## src/rtl/ccsg_pkg.sv

```systemverilog
/*
  Package for the clock synthesizer and gating block: register indices,
  field positions and reset values.
  Assumes an indexed sequencer port with 8-bit index and 8-bit data.
*/
package ccsg_pkg;
  localparam logic [7:0] IDX_UNLOCK = 8'h08;
  localparam logic [7:0] IDX_CTRL1_GATE = 8'h09;
  localparam logic [7:0] IDX_MEM_LO = 8'h10;
  localparam logic [7:0] IDX_MEM_HI = 8'h11;
  localparam logic [7:0] IDX_PIX_LO = 8'h12;
  localparam logic [7:0] IDX_PIX_HI = 8'h13;
  localparam logic [7:0] IDX_SYN1 = 8'h14;
  localparam logic [7:0] IDX_SYN2 = 8'h15;
  localparam logic [7:0] IDX_TEST_A = 8'h16;
  localparam logic [7:0] IDX_TEST_B = 8'h17;
  localparam logic [7:0] IDX_CONV = 8'h18;
  localparam logic [7:0] IDX_ENC_BUS = 8'h1c;
  localparam logic [7:0] IDX_STREAMS = 8'h1d;
  localparam logic [7:0] IDX_CTRL = 8'h1e;
  localparam logic [7:0] IDX_MEMBR = 8'h1f;
  localparam logic [7:0] IDX_LOOP = 8'h20;
  localparam logic [7:0] IDX_CTAB = 8'h21;
  localparam logic [7:0] IDX_SET0_LO = 8'h22;
  localparam logic [7:0] IDX_SET0_HI = 8'h23;
  localparam logic [7:0] IDX_SET1_LO = 8'h24;
  localparam logic [7:0] IDX_SET1_HI = 8'h25;
  localparam logic [7:0] IDX_MEM_SEL = 8'h27;
  localparam logic [7:0] IDX_PIX_SEL = 8'h28;
  localparam logic [7:0] IDX_LOCK_FIRST = 8'h09;
  localparam logic [7:0] IDX_LOCK_LAST = 8'h1c;
  localparam logic [3:0] UNLOCK_KEY = 4'h6;
  localparam logic [7:0] REG_RESET = 8'h00;
  // Synth and converter control bits
  localparam int SYN1_PIX_PD = 0;
  localparam int SYN1_MEM_PD = 1;
  localparam int SYN1_CLR_CNT = 4;
  localparam int SYN2_LOAD_MEM = 0;
  localparam int SYN2_LOAD_PIX = 1;
  localparam int SYN2_LOAD_NOW = 5;
  localparam int SYN2_TWO_CYC_WR = 7;
  localparam int CONV_ONE_CYC = 6;
  localparam int CONV_DOUBLE = 7;
  // Power control bits
  localparam int LOOP_PIX_OFF_SUSP = 3;
  localparam int LOOP_MEM_OFF_SUSP = 4;
  localparam int LOOP_PADS_SUSP = 7;
  localparam int MEMBR_ENABLE = 5;
  localparam logic [1:0] MODE_VIRT_OFF = 2'b11;
endpackage

```

## src/rtl/ccsg_top.sv

```systemverilog
/*
  Clock synthesizer register file and branch clock gating.
  Assumes: clk is the gated source domain, power state inputs and unit
  disable inputs are synchronous to clk, registers reached through the
  sequencer index/data port, branch enables drive glitch-free gate cells.
*/
// Functional notes
// - Memory synth takes N bits 4-0, R bits 6-5 low, M bits 6-0 high.
// - Pixel synth takes N bits 5-0, R bits 7-6 low, M bits 7-0 high.
// - Two extra pixel parameter sets each hold N, R and M.
// - Control two bits 0,1 load memory, pixel values; bit 5 loads both now.
// - Control two bit 7 makes memory writes take two memory cycles.
// - Control one bit 0 powers down pixel loop, bit 1 memory loop.
// - Control one bit 4 clears the synthesizer counters.
// - Encoder clock stops when disabled, Standby or Suspend per bits 2-4.
// - Local bus clock stops when disabled, Standby or Suspend per bits 5-7.
// - Streams branch 1 stops per bits 3-5, branch 2 per bits 6-7.
// - Controller clocks stop when disabled; controller 2 also in Standby, not Suspend.
// - Bus interface system clock stops in Suspend when bit 7 set.
// - Memory clock branches stop in Suspend under their own bits.
// - Memory gating bit 5 enables memory clock stop in Suspend.
// - Loop power control bits 3 and 4 power off loops in Suspend.
// - Power bit 7 puts pads in suspend configuration in Suspend.
// - Color tables disabled or powered down per their own bits.
// - Controller 1 true and virtual clocks stop in Standby and Suspend.
// - Controller 1 virtual clock stops when display mode field is 11.
// - Converter control bit 7 selects clock-doubled converter mode.
// - Converter control bit 6 selects one-cycle lookup table writes.
`timescale 1ns/1ps
`default_nettype none
module ccsg_top (
  // Clock and reset
  input wire logic clk,
  input wire logic rst_n,
  input wire logic clk_en,
  // Sequencer register port
  input wire logic [7:0] seq_index,
  input wire logic seq_wr,
  input wire logic seq_rd,
  input wire logic [7:0] seq_wdata,
  output logic [7:0] seq_rdata,
  // Power state and unit status
  input wire logic in_standby,
  input wire logic in_suspend,
  input wire logic encoder_disabled,
  input wire logic local_bus_disabled,
  input wire logic streams_disabled,
  input wire logic ctrl1_disabled,
  input wire logic ctrl2_disabled,
  input wire logic [1:0] display_mode,
  // Memory synthesizer
  output logic [4:0] mem_n,
  output logic [1:0] mem_r,
  output logic [6:0] mem_m,
  output logic mem_load,
  output logic mem_loop_pd,
  output logic [1:0] mem_src_sel,
  output logic [1:0] mem_div_sel,
  // Pixel synthesizer
  output logic [5:0] pix_n,
  output logic [1:0] pix_r,
  output logic [7:0] pix_m,
  output logic [5:0] pix_set0_n,
  output logic [1:0] pix_set0_r,
  output logic [7:0] pix_set0_m,
  output logic [5:0] pix_set1_n,
  output logic [1:0] pix_set1_r,
  output logic [7:0] pix_set1_m,
  output logic pix_load,
  output logic pix_loop_pd,
  output logic [1:0] pix_src_a_sel,
  output logic [1:0] pix_div_a_sel,
  output logic [1:0] pix_src_b_sel,
  output logic [1:0] pix_div_b_sel,
  output logic synth_cnt_clear,
  // Modes
  output logic mem_two_cycle_write,
  output logic conv_clock_double,
  output logic color_lookup_table_one_cycle_write,
  output logic pads_suspend,
  // Branch clock enables, high lets the clock run; color table enables, high powers the table on
  output logic encoder_clk_en,
  output logic local_bus_clk_en,
  output logic streams_clk1_en,
  output logic streams_clk2_en,
  output logic ctrl1_true_clk_en,
  output logic ctrl1_virt_clk_en,
  output logic ctrl2_clk_en,
  output logic biu_sys_clk_en,
  output logic ge_mclk_en,
  output logic dm_mclk_en,
  output logic biu_mclk_en,
  output logic lpb_mclk_en,
  output logic disp_mclk_en,
  output logic fp_mclk_en,
  output logic mclk_en,
  output logic ctab1_on,
  output logic ctab2_on
);
  logic [7:0] regs_q [8'h08:8'h28];
  logic unlocked;
  logic wr_ok;
  logic [7:0] w_enc, w_sp, w_ct, w_mb, w_lp, w_tb, w_s1, w_s2, w_c1;
  logic g_enc, g_lb, g_s1, g_s2, g_t1, g_v1, g_c2, g_biu;
  logic g_ge, g_dm, g_bm, g_lm, g_dp, g_fp, g_mc, g_k1, g_k2;

  function automatic logic mapped(input logic [7:0] idx);
    if (idx == ccsg_pkg::IDX_UNLOCK) mapped = 1'b1;
    else if (idx == ccsg_pkg::IDX_CTRL1_GATE) mapped = 1'b1;
    else if (idx >= ccsg_pkg::IDX_MEM_LO && idx <= ccsg_pkg::IDX_CONV) mapped = 1'b1;
    else if (idx >= ccsg_pkg::IDX_ENC_BUS && idx <= ccsg_pkg::IDX_SET1_HI) mapped = 1'b1;
    else if (idx == ccsg_pkg::IDX_MEM_SEL || idx == ccsg_pkg::IDX_PIX_SEL) mapped = 1'b1;
    else mapped = 1'b0;
  endfunction

  // Stop term: enable bit for a condition, and the condition present
  function automatic logic stop3(input logic [2:0] bits, input logic c0, input logic c1, input logic c2);
    stop3 = (bits[0] & c0) | (bits[1] & c1) | (bits[2] & c2);
  endfunction

  assign unlocked = (regs_q[ccsg_pkg::IDX_UNLOCK][3:0] == ccsg_pkg::UNLOCK_KEY);
  // Locked range ignores writes until the key is present
  assign wr_ok = mapped(seq_index) &&
    (unlocked || seq_index < ccsg_pkg::IDX_LOCK_FIRST || seq_index > ccsg_pkg::IDX_LOCK_LAST);

  always_ff @(posedge clk)
  begin
    if (!rst_n)
    begin
      for (int i = 8'h08; i <= 8'h28; i++)
      begin
        regs_q[i] <= ccsg_pkg::REG_RESET;
      end
    end
    else if (clk_en && seq_wr && wr_ok)
    begin
      regs_q[seq_index] <= seq_wdata;
    end
  end

  // Unmapped indices read as zero
  always_ff @(posedge clk)
  begin
    if (!rst_n)
    begin
      seq_rdata <= 8'h00;
    end
    else if (clk_en && seq_rd)
    begin
      seq_rdata <= mapped(seq_index) ? regs_q[seq_index] : 8'h00;
    end
  end

  assign w_c1 = regs_q[ccsg_pkg::IDX_CTRL1_GATE];
  assign w_s1 = regs_q[ccsg_pkg::IDX_SYN1];
  assign w_s2 = regs_q[ccsg_pkg::IDX_SYN2];
  assign w_enc = regs_q[ccsg_pkg::IDX_ENC_BUS];
  assign w_sp = regs_q[ccsg_pkg::IDX_STREAMS];
  assign w_ct = regs_q[ccsg_pkg::IDX_CTRL];
  assign w_mb = regs_q[ccsg_pkg::IDX_MEMBR];
  assign w_lp = regs_q[ccsg_pkg::IDX_LOOP];
  assign w_tb = regs_q[ccsg_pkg::IDX_CTAB];

  // Synthesizer values sit in flops; a load strobe latches them into the loop
  always_ff @(posedge clk)
  begin
    if (!rst_n)
    begin
      mem_n <= 5'h00;
      mem_r <= 2'h0;
      mem_m <= 7'h00;
      pix_n <= 6'h00;
      pix_r <= 2'h0;
      pix_m <= 8'h00;
      pix_set0_n <= 6'h00;
      pix_set0_r <= 2'h0;
      pix_set0_m <= 8'h00;
      pix_set1_n <= 6'h00;
      pix_set1_r <= 2'h0;
      pix_set1_m <= 8'h00;
    end
    else if (clk_en)
    begin
      mem_n <= regs_q[ccsg_pkg::IDX_MEM_LO][4:0];
      mem_r <= regs_q[ccsg_pkg::IDX_MEM_LO][6:5];
      mem_m <= regs_q[ccsg_pkg::IDX_MEM_HI][6:0];
      pix_n <= regs_q[ccsg_pkg::IDX_PIX_LO][5:0];
      pix_r <= regs_q[ccsg_pkg::IDX_PIX_LO][7:6];
      pix_m <= regs_q[ccsg_pkg::IDX_PIX_HI];
      pix_set0_n <= regs_q[ccsg_pkg::IDX_SET0_LO][5:0];
      pix_set0_r <= regs_q[ccsg_pkg::IDX_SET0_LO][7:6];
      pix_set0_m <= regs_q[ccsg_pkg::IDX_SET0_HI];
      pix_set1_n <= regs_q[ccsg_pkg::IDX_SET1_LO][5:0];
      pix_set1_r <= regs_q[ccsg_pkg::IDX_SET1_LO][7:6];
      pix_set1_m <= regs_q[ccsg_pkg::IDX_SET1_HI];
    end
  end

  // Load requests are levels held by software; loop samples them
  always_ff @(posedge clk)
  begin
    if (!rst_n)
    begin
      mem_load <= 1'b0;
      pix_load <= 1'b0;
      synth_cnt_clear <= 1'b0;
      mem_loop_pd <= 1'b0;
      pix_loop_pd <= 1'b0;
      pads_suspend <= 1'b0;
    end
    else if (clk_en)
    begin
      mem_load <= w_s2[ccsg_pkg::SYN2_LOAD_MEM] | w_s2[ccsg_pkg::SYN2_LOAD_NOW];
      pix_load <= w_s2[ccsg_pkg::SYN2_LOAD_PIX] | w_s2[ccsg_pkg::SYN2_LOAD_NOW];
      synth_cnt_clear <= w_s1[ccsg_pkg::SYN1_CLR_CNT];
      pix_loop_pd <= w_s1[ccsg_pkg::SYN1_PIX_PD] | (w_lp[ccsg_pkg::LOOP_PIX_OFF_SUSP] & in_suspend);
      mem_loop_pd <= w_s1[ccsg_pkg::SYN1_MEM_PD] | (w_lp[ccsg_pkg::LOOP_MEM_OFF_SUSP] & in_suspend);
      pads_suspend <= w_lp[ccsg_pkg::LOOP_PADS_SUSP] & in_suspend;
    end
  end

  always_ff @(posedge clk)
  begin
    if (!rst_n)
    begin
      mem_two_cycle_write <= 1'b0;
      conv_clock_double <= 1'b0;
      color_lookup_table_one_cycle_write <= 1'b0;
      mem_src_sel <= 2'h0;
      mem_div_sel <= 2'h0;
      pix_src_a_sel <= 2'h0;
      pix_div_a_sel <= 2'h0;
      pix_src_b_sel <= 2'h0;
      pix_div_b_sel <= 2'h0;
    end
    else if (clk_en)
    begin
      mem_two_cycle_write <= w_s2[ccsg_pkg::SYN2_TWO_CYC_WR];
      conv_clock_double <= regs_q[ccsg_pkg::IDX_CONV][ccsg_pkg::CONV_DOUBLE];
      color_lookup_table_one_cycle_write <= regs_q[ccsg_pkg::IDX_CONV][ccsg_pkg::CONV_ONE_CYC];
      mem_src_sel <= regs_q[ccsg_pkg::IDX_MEM_SEL][1:0];
      mem_div_sel <= regs_q[ccsg_pkg::IDX_MEM_SEL][3:2];
      pix_src_a_sel <= regs_q[ccsg_pkg::IDX_PIX_SEL][1:0];
      pix_div_a_sel <= regs_q[ccsg_pkg::IDX_PIX_SEL][3:2];
      pix_src_b_sel <= regs_q[ccsg_pkg::IDX_PIX_SEL][5:4];
      pix_div_b_sel <= regs_q[ccsg_pkg::IDX_PIX_SEL][7:6];
    end
  end

  // Run terms, combinational, then registered once
  always_comb
  begin
    g_enc = !stop3(w_enc[4:2], encoder_disabled, in_standby, in_suspend);
    g_lb = !stop3(w_enc[7:5], local_bus_disabled, in_standby, in_suspend);
    g_s1 = !stop3(w_sp[5:3], streams_disabled, in_standby, in_suspend);
    g_s2 = !stop3({w_sp[7:6], 1'b0}, 1'b0, in_standby, in_suspend);
    g_t1 = !(stop3({1'b0, w_c1[6:5]}, in_standby, in_suspend, 1'b0)
      | (w_ct[0] & ctrl1_disabled));
    g_v1 = !(stop3(w_c1[4:2], display_mode == ccsg_pkg::MODE_VIRT_OFF, in_standby, in_suspend)
      | (w_ct[0] & ctrl1_disabled));
    g_c2 = !stop3(w_ct[4:2], ctrl2_disabled, in_standby, in_standby);
    g_biu = !(w_ct[7] & in_suspend);
    g_ge = !(w_mb[0] & in_suspend);
    g_dm = !(w_mb[1] & in_suspend);
    g_bm = !(w_mb[2] & in_suspend);
    g_lm = !(w_mb[3] & in_suspend);
    g_dp = !(w_mb[4] & in_suspend);
    g_fp = !(w_mb[7] & in_suspend);
    g_mc = !(w_mb[ccsg_pkg::MEMBR_ENABLE] & in_suspend);
    g_k1 = !(w_tb[0] | stop3({w_tb[3:2], 1'b0}, 1'b0, in_standby, in_suspend));
    g_k2 = !(w_tb[4] | stop3(w_tb[7:5], ctrl2_disabled, in_standby, in_suspend));
  end

  // Registered enables feed latch-based gate cells that switch only while
  // the branch clock is low, so no shortened pulse can appear
  always_ff @(posedge clk)
  begin
    if (!rst_n)
    begin
      encoder_clk_en <= 1'b1;
      local_bus_clk_en <= 1'b1;
      streams_clk1_en <= 1'b1;
      streams_clk2_en <= 1'b1;
      ctrl1_true_clk_en <= 1'b1;
      ctrl1_virt_clk_en <= 1'b1;
      ctrl2_clk_en <= 1'b1;
      biu_sys_clk_en <= 1'b1;
    end
    else if (clk_en)
    begin
      encoder_clk_en <= g_enc;
      local_bus_clk_en <= g_lb;
      streams_clk1_en <= g_s1;
      streams_clk2_en <= g_s2;
      ctrl1_true_clk_en <= g_t1;
      ctrl1_virt_clk_en <= g_v1;
      ctrl2_clk_en <= g_c2;
      biu_sys_clk_en <= g_biu;
    end
  end

  // Memory clock branches; a stopped branch freezes its logic, so the
  // memory side must be idle before Suspend is entered
  always_ff @(posedge clk)
  begin
    if (!rst_n)
    begin
      ge_mclk_en <= 1'b1;
      dm_mclk_en <= 1'b1;
      biu_mclk_en <= 1'b1;
      lpb_mclk_en <= 1'b1;
      disp_mclk_en <= 1'b1;
      fp_mclk_en <= 1'b1;
      mclk_en <= 1'b1;
    end
    else if (clk_en)
    begin
      ge_mclk_en <= g_ge;
      dm_mclk_en <= g_dm;
      biu_mclk_en <= g_bm;
      lpb_mclk_en <= g_lm;
      disp_mclk_en <= g_dp;
      fp_mclk_en <= g_fp;
      mclk_en <= g_mc;
    end
  end

  // Color table power enables are levels, not clock gates
  always_ff @(posedge clk)
  begin
    if (!rst_n)
    begin
      ctab1_on <= 1'b1;
      ctab2_on <= 1'b1;
    end
    else if (clk_en)
    begin
      ctab1_on <= g_k1;
      ctab2_on <= g_k2;
    end
  end
endmodule
`default_nettype wire

```

## config.mk

```make
export PLATFORM = sky130hd
export DESIGN_NAME = ccsg_top
export DESIGN_NICKNAME = d
export VERILOG_FILES = /design/src/rtl/ccsg_pkg.sv /design/src/rtl/ccsg_top.sv
export SDC_FILE = /design/constraint.sdc
export NUM_CORES = 1
export LEC_CHECK = 0
export BUFFER_PORTS_ARGS = -buffer_cell sky130_fd_sc_hd__buf_2
export CAP_MARGIN = 25
export CORE_MARGIN = 10
export CORE_UTILIZATION = 45
export CTS_CLUSTER_DIAMETER = 120
export DETAILED_ROUTE_END_ITERATION = 6
export HOLD_SLACK_MARGIN = 0.05
export PLACE_DENSITY_LB_ADDON = 0.05
export RECOVER_POWER = 50
export SLEW_MARGIN = 20
export SYNTH_ARGS = -nofsm -noshare
export SYNTH_HDL_FRONTEND = slang
export SYNTH_SLANG_ARGS = --single-unit
```

## constraint.sdc

```tcl
create_clock -name clk -period 2.88 [get_ports clk]
set_input_delay 0.144 -clock clk [delete_from_list [all_inputs] [get_ports clk]]
set_output_delay 0.144 -clock clk [all_outputs]
set_load 0.02 [all_outputs]
```

==> impl_metrics.tcl <==
set metrics [dict create \
    async_flop_share_pct 0 \
    slowest_delay_ns 0.41 \
    crit_end "regs_q[16][5]" \
    cts-buffers-inserted 59 \
    fin_setup_tns_ns 0 \
    rsz0062_at_grt "no" \
    max_freq_mhz 399 \
    wl_per_cell_um 23.6 \
    tightest_slew_ns 1.93 \
    clock_sinks 564 \
    fp.dieArea_sq_um 60500 \
    htree_levels 2 \
    clk_latency_ns 0.64 \
    cp-startpoint "regs_q[8][3]" \
    reg2regPathDepth 7 \
    fin_crit_sh_pct 87.1 \
    final.fill_count 4326 \
    arrival_ns 2.84 \
    drt-pass1-iter-count 7 \
    routed_via_density 5.33 \
    relSlewSlack_pct -28.9 \
    hpwl_um 44800 \
    violations "capacitance limit, slew limit" \
    startpoint_type "flop" \
    ys_ff_latch 564 \
    grt_pass1_vias 14161 \
    drive_above_1_share_pct 16.8 \
    drtAntennaViolNets 0 \
    vias 14495 \
    status "finished with violations" \
    cts_tree "yes" \
    core_sq_um 50300 \
    worst_r2r_startpoint "regs_q[8][3]" \
    required_ns 3.21 \
    io_buffers 137 \
    antenna_found_initial 3 \
    cp-end-kind "flop" \
    grt_use_total_pct 21.1 \
    ys.flop_type "edfxtp_1" \
    wl_um 64000 \
    nNetsFinal 2025 \
    synth-edff-count 456 \
    pin_count 138 \
    hold_viol 0 \
    power_density_nw_per_um2 680 \
    synth_top_area_share_pct 59.6 \
    worstPathCellList "nor2_1 > nand3_1 > o2111ai_1 > nand3_2 > buf_12 > o21ai_0 > buf_4" \
    start_util_pct 45.7 \
    ys.warnings.count 0 \
    final_max_slew_viol_count 196 \
    hold_slack_ns 0.115 \
    ys_top_cells_by_area "edfxtp_1 (60%), dfxtp_1 (9.4%), mux4_2 (9.3%)" \
    synth_cells 1557 \
    min-delay-path-class "in2reg" \
    gp_congestion 0.904 \
    min_delay_path_depth 6 \
    synth_top_area_cell "edfxtp_1" \
    cap_violations 4 \
    syn_avg_cell_area_sq_um 14.8 \
    grt_max_degree 119 \
    rrSetupSlack_ns 0.37 \
    path_max_fanout 23 \
    grt_pass1_wl_um 94500 \
    r2r_end "regs_q[16][5]" \
    vdd_drop_max_mv 0.459 \
    period_needed_ns 2.51 \
    grt_overflow_total 0 \
    antenna_cells 0 \
    clockRootBuffer "clkbuf_16" \
    area_growth_pct 20.3 \
    worst_path_max_delay_cell "edfxtp_1" \
    fin_skew_ns 0.0363 \
    criticalPathCategory "reg2reg" \
    synth_cell_types 67 \
    syn-cell-area_sq_um 23000 \
    drc_errors 0 \
    fin_area_sq_um 27600 \
    die_w_um 246 \
    setup_viol 0 \
    dpl_cell_area_sq_um 25600 \
    clock_path_buffers 3 \
    dieHeight_um 246 \
    first_iter_violations 1647 \
    p_leak_nw 10.4 \
    synth_seq_area_share_pct 69.0 \
    clk_pin_slew_ns 0.07 \
    num_rows 82 \
]
[stage by stage]
stage | std cells | util [%] | power, mW | worst slack, ns
2_1_floorplan | 1828 | - | 10.5 | 0.491
3_3_place_gp | 2593 | 50.8 | 11.0 | 0.181
3_5_place_dp | 2593 | 50.8 | 11.1 | 0.129
4_1_cts | 2718 | 55.2 | 19.0 | 0.410
5_1_grt | 2718 | 55.0 | 19.5 | 0.247
6_report | 2718 | 55.0 | 18.8 | 0.373
[timing repair]
item	in CTS	in global routing
endpoints found under the hold margin	33	0
hold buffers	13	0
resized for setup	0	0
setup buffers	0	0
[worst max-delay path: cells and delay by family, from the launching register on]
kind	cells	cell delay (ns)
flip-flops	1	0.41
buffers and inverters	2	0.55
AND/OR/NAND/NOR	3	0.68
AO/OA/AOI/OAI	2	0.55
[cell usage in the layout, fill, tap and decap left out, types with 7 or more instances in the layout]
cell type,count
dfxtp_1,108
mux2i_1,124
clkbuf_1,76
o22ai_1,16
nand2_1,114
o21ai_0,49
nor2_1,267
clkinv_2,14
and2_1,10
inv_1,10
buf_2,69
nor3_1,32
dlygate4sd3_1,13
buf_4,56
a21oi_1,19
clkinv_1,8
nand3_1,31
conb_1,272
mux4_2,95
clkbuf_8,7
nand2b_1,11
clkbuf_16,66
edfxtp_1,456
[report_power, final]
part / internal [mW] / total, mW / switching [mW]
combinational: 0.516 / 1.43 / 0.913
sequential: 9.30 / 9.48 / 0.181
clock: 4.67 / 7.90 / 3.23
[cell families after synthesis]
logic type	after synthesis	share of synthesized area, %
compound gates	146	4.19
xor+xnor	1	0.0381
buf+inv	125	2.68
flops	564	69.0
mux	222	14.9
other cells	1	0.0163
simple gates	498	9.22
[layer usage]
layer | global-route usage [%] | routed length (um) | vias to the layer above
met5 | 0 | 12 | -
met4 | 6.15 | 1520 | 2
met3 | 4.25 | 5630 | 103
met2 | 32.0 | 29000 | 654
met1 | 30.3 | 27900 | 7243
li1 | - | - | 6493
[state kept, by name, summed over array words and instances (netlist names), 5 cells and up]
| name | cells |
|---|---|
| mem_m | 7 |
| mem_n | 5 |
| pix_m | 8 |
| pix_n | 6 |
| pix_set0_m | 8 |
| pix_set0_n | 6 |
| pix_set1_m | 8 |
| pix_set1_n | 6 |
| regs_q | 456 |
| seq_rdata | 8 |
[worst min-delay path by stage]
stage / from / to / slack (ns)
after global placement: local_bus_clk_en / local_bus_clk_en / 0.45
final: in_standby / ctrl2_clk_en / 0.12
after CTS: seq_wdata[3] / regs_q[42][3] / 0.05
after detailed placement: biu_mclk_en / biu_mclk_en / 0.45
after global routing: ctrl1_disabled / ctrl1_true_clk_en / 0.11
after floorplan: seq_wdata[1] / regs_q[0][1] / 0.24
[synth_stat cells (3+ instances only)]
| master | instances |
|---|---|
| edfxtp_1 | 456 |
| nor2_1 | 267 |
| mux2i_1 | 124 |
| nand2_1 | 114 |
| dfxtp_1 | 108 |
| mux4_2 | 95 |
| o21ai_0 | 50 |
| buf_2 | 44 |
| nor3_1 | 32 |
| clkbuf_1 | 31 |
| nand3_1 | 31 |
| buf_1 | 20 |
| a21oi_1 | 19 |
| o22ai_1 | 16 |
| buf_4 | 12 |
| nand2b_1 | 11 |
| and2_1 | 10 |
| inv_1 | 10 |
| a211oi_1 | 6 |
| a221oi_1 | 6 |
| a222oi_1 | 5 |
| nor2b_1 | 5 |
| o221ai_1 | 5 |
| o31ai_1 | 5 |
| a22oi_1 | 4 |
| a31oi_1 | 4 |
| a32o_1 | 4 |
| buf_6 | 4 |
| and3_1 | 3 |
| mux2_2 | 3 |
| nand4b_1 | 3 |
| o211ai_1 | 3 |
| or2_1 | 3 |
[layout make-up]
| class | count | area [sq um] | area share [%] |
|---|---|---|---|
| Sequential cell | 564 | 15900 | 57.4 |
| Multi-Input combinational cell | 1139 | 7530 | 27.2 |
| Clock buffer | 82 | 1780 | 6.42 |
| Timing Repair Buffer | 218 | 1320 | 4.78 |
| Tap cell | 672 | 841 | 3.04 |
| Clock inverter | 30 | 272 | 0.982 |
| Inverter | 13 | 48.8 | 0.177 |
No activity file was read; power rests on OpenSTA's default activity.
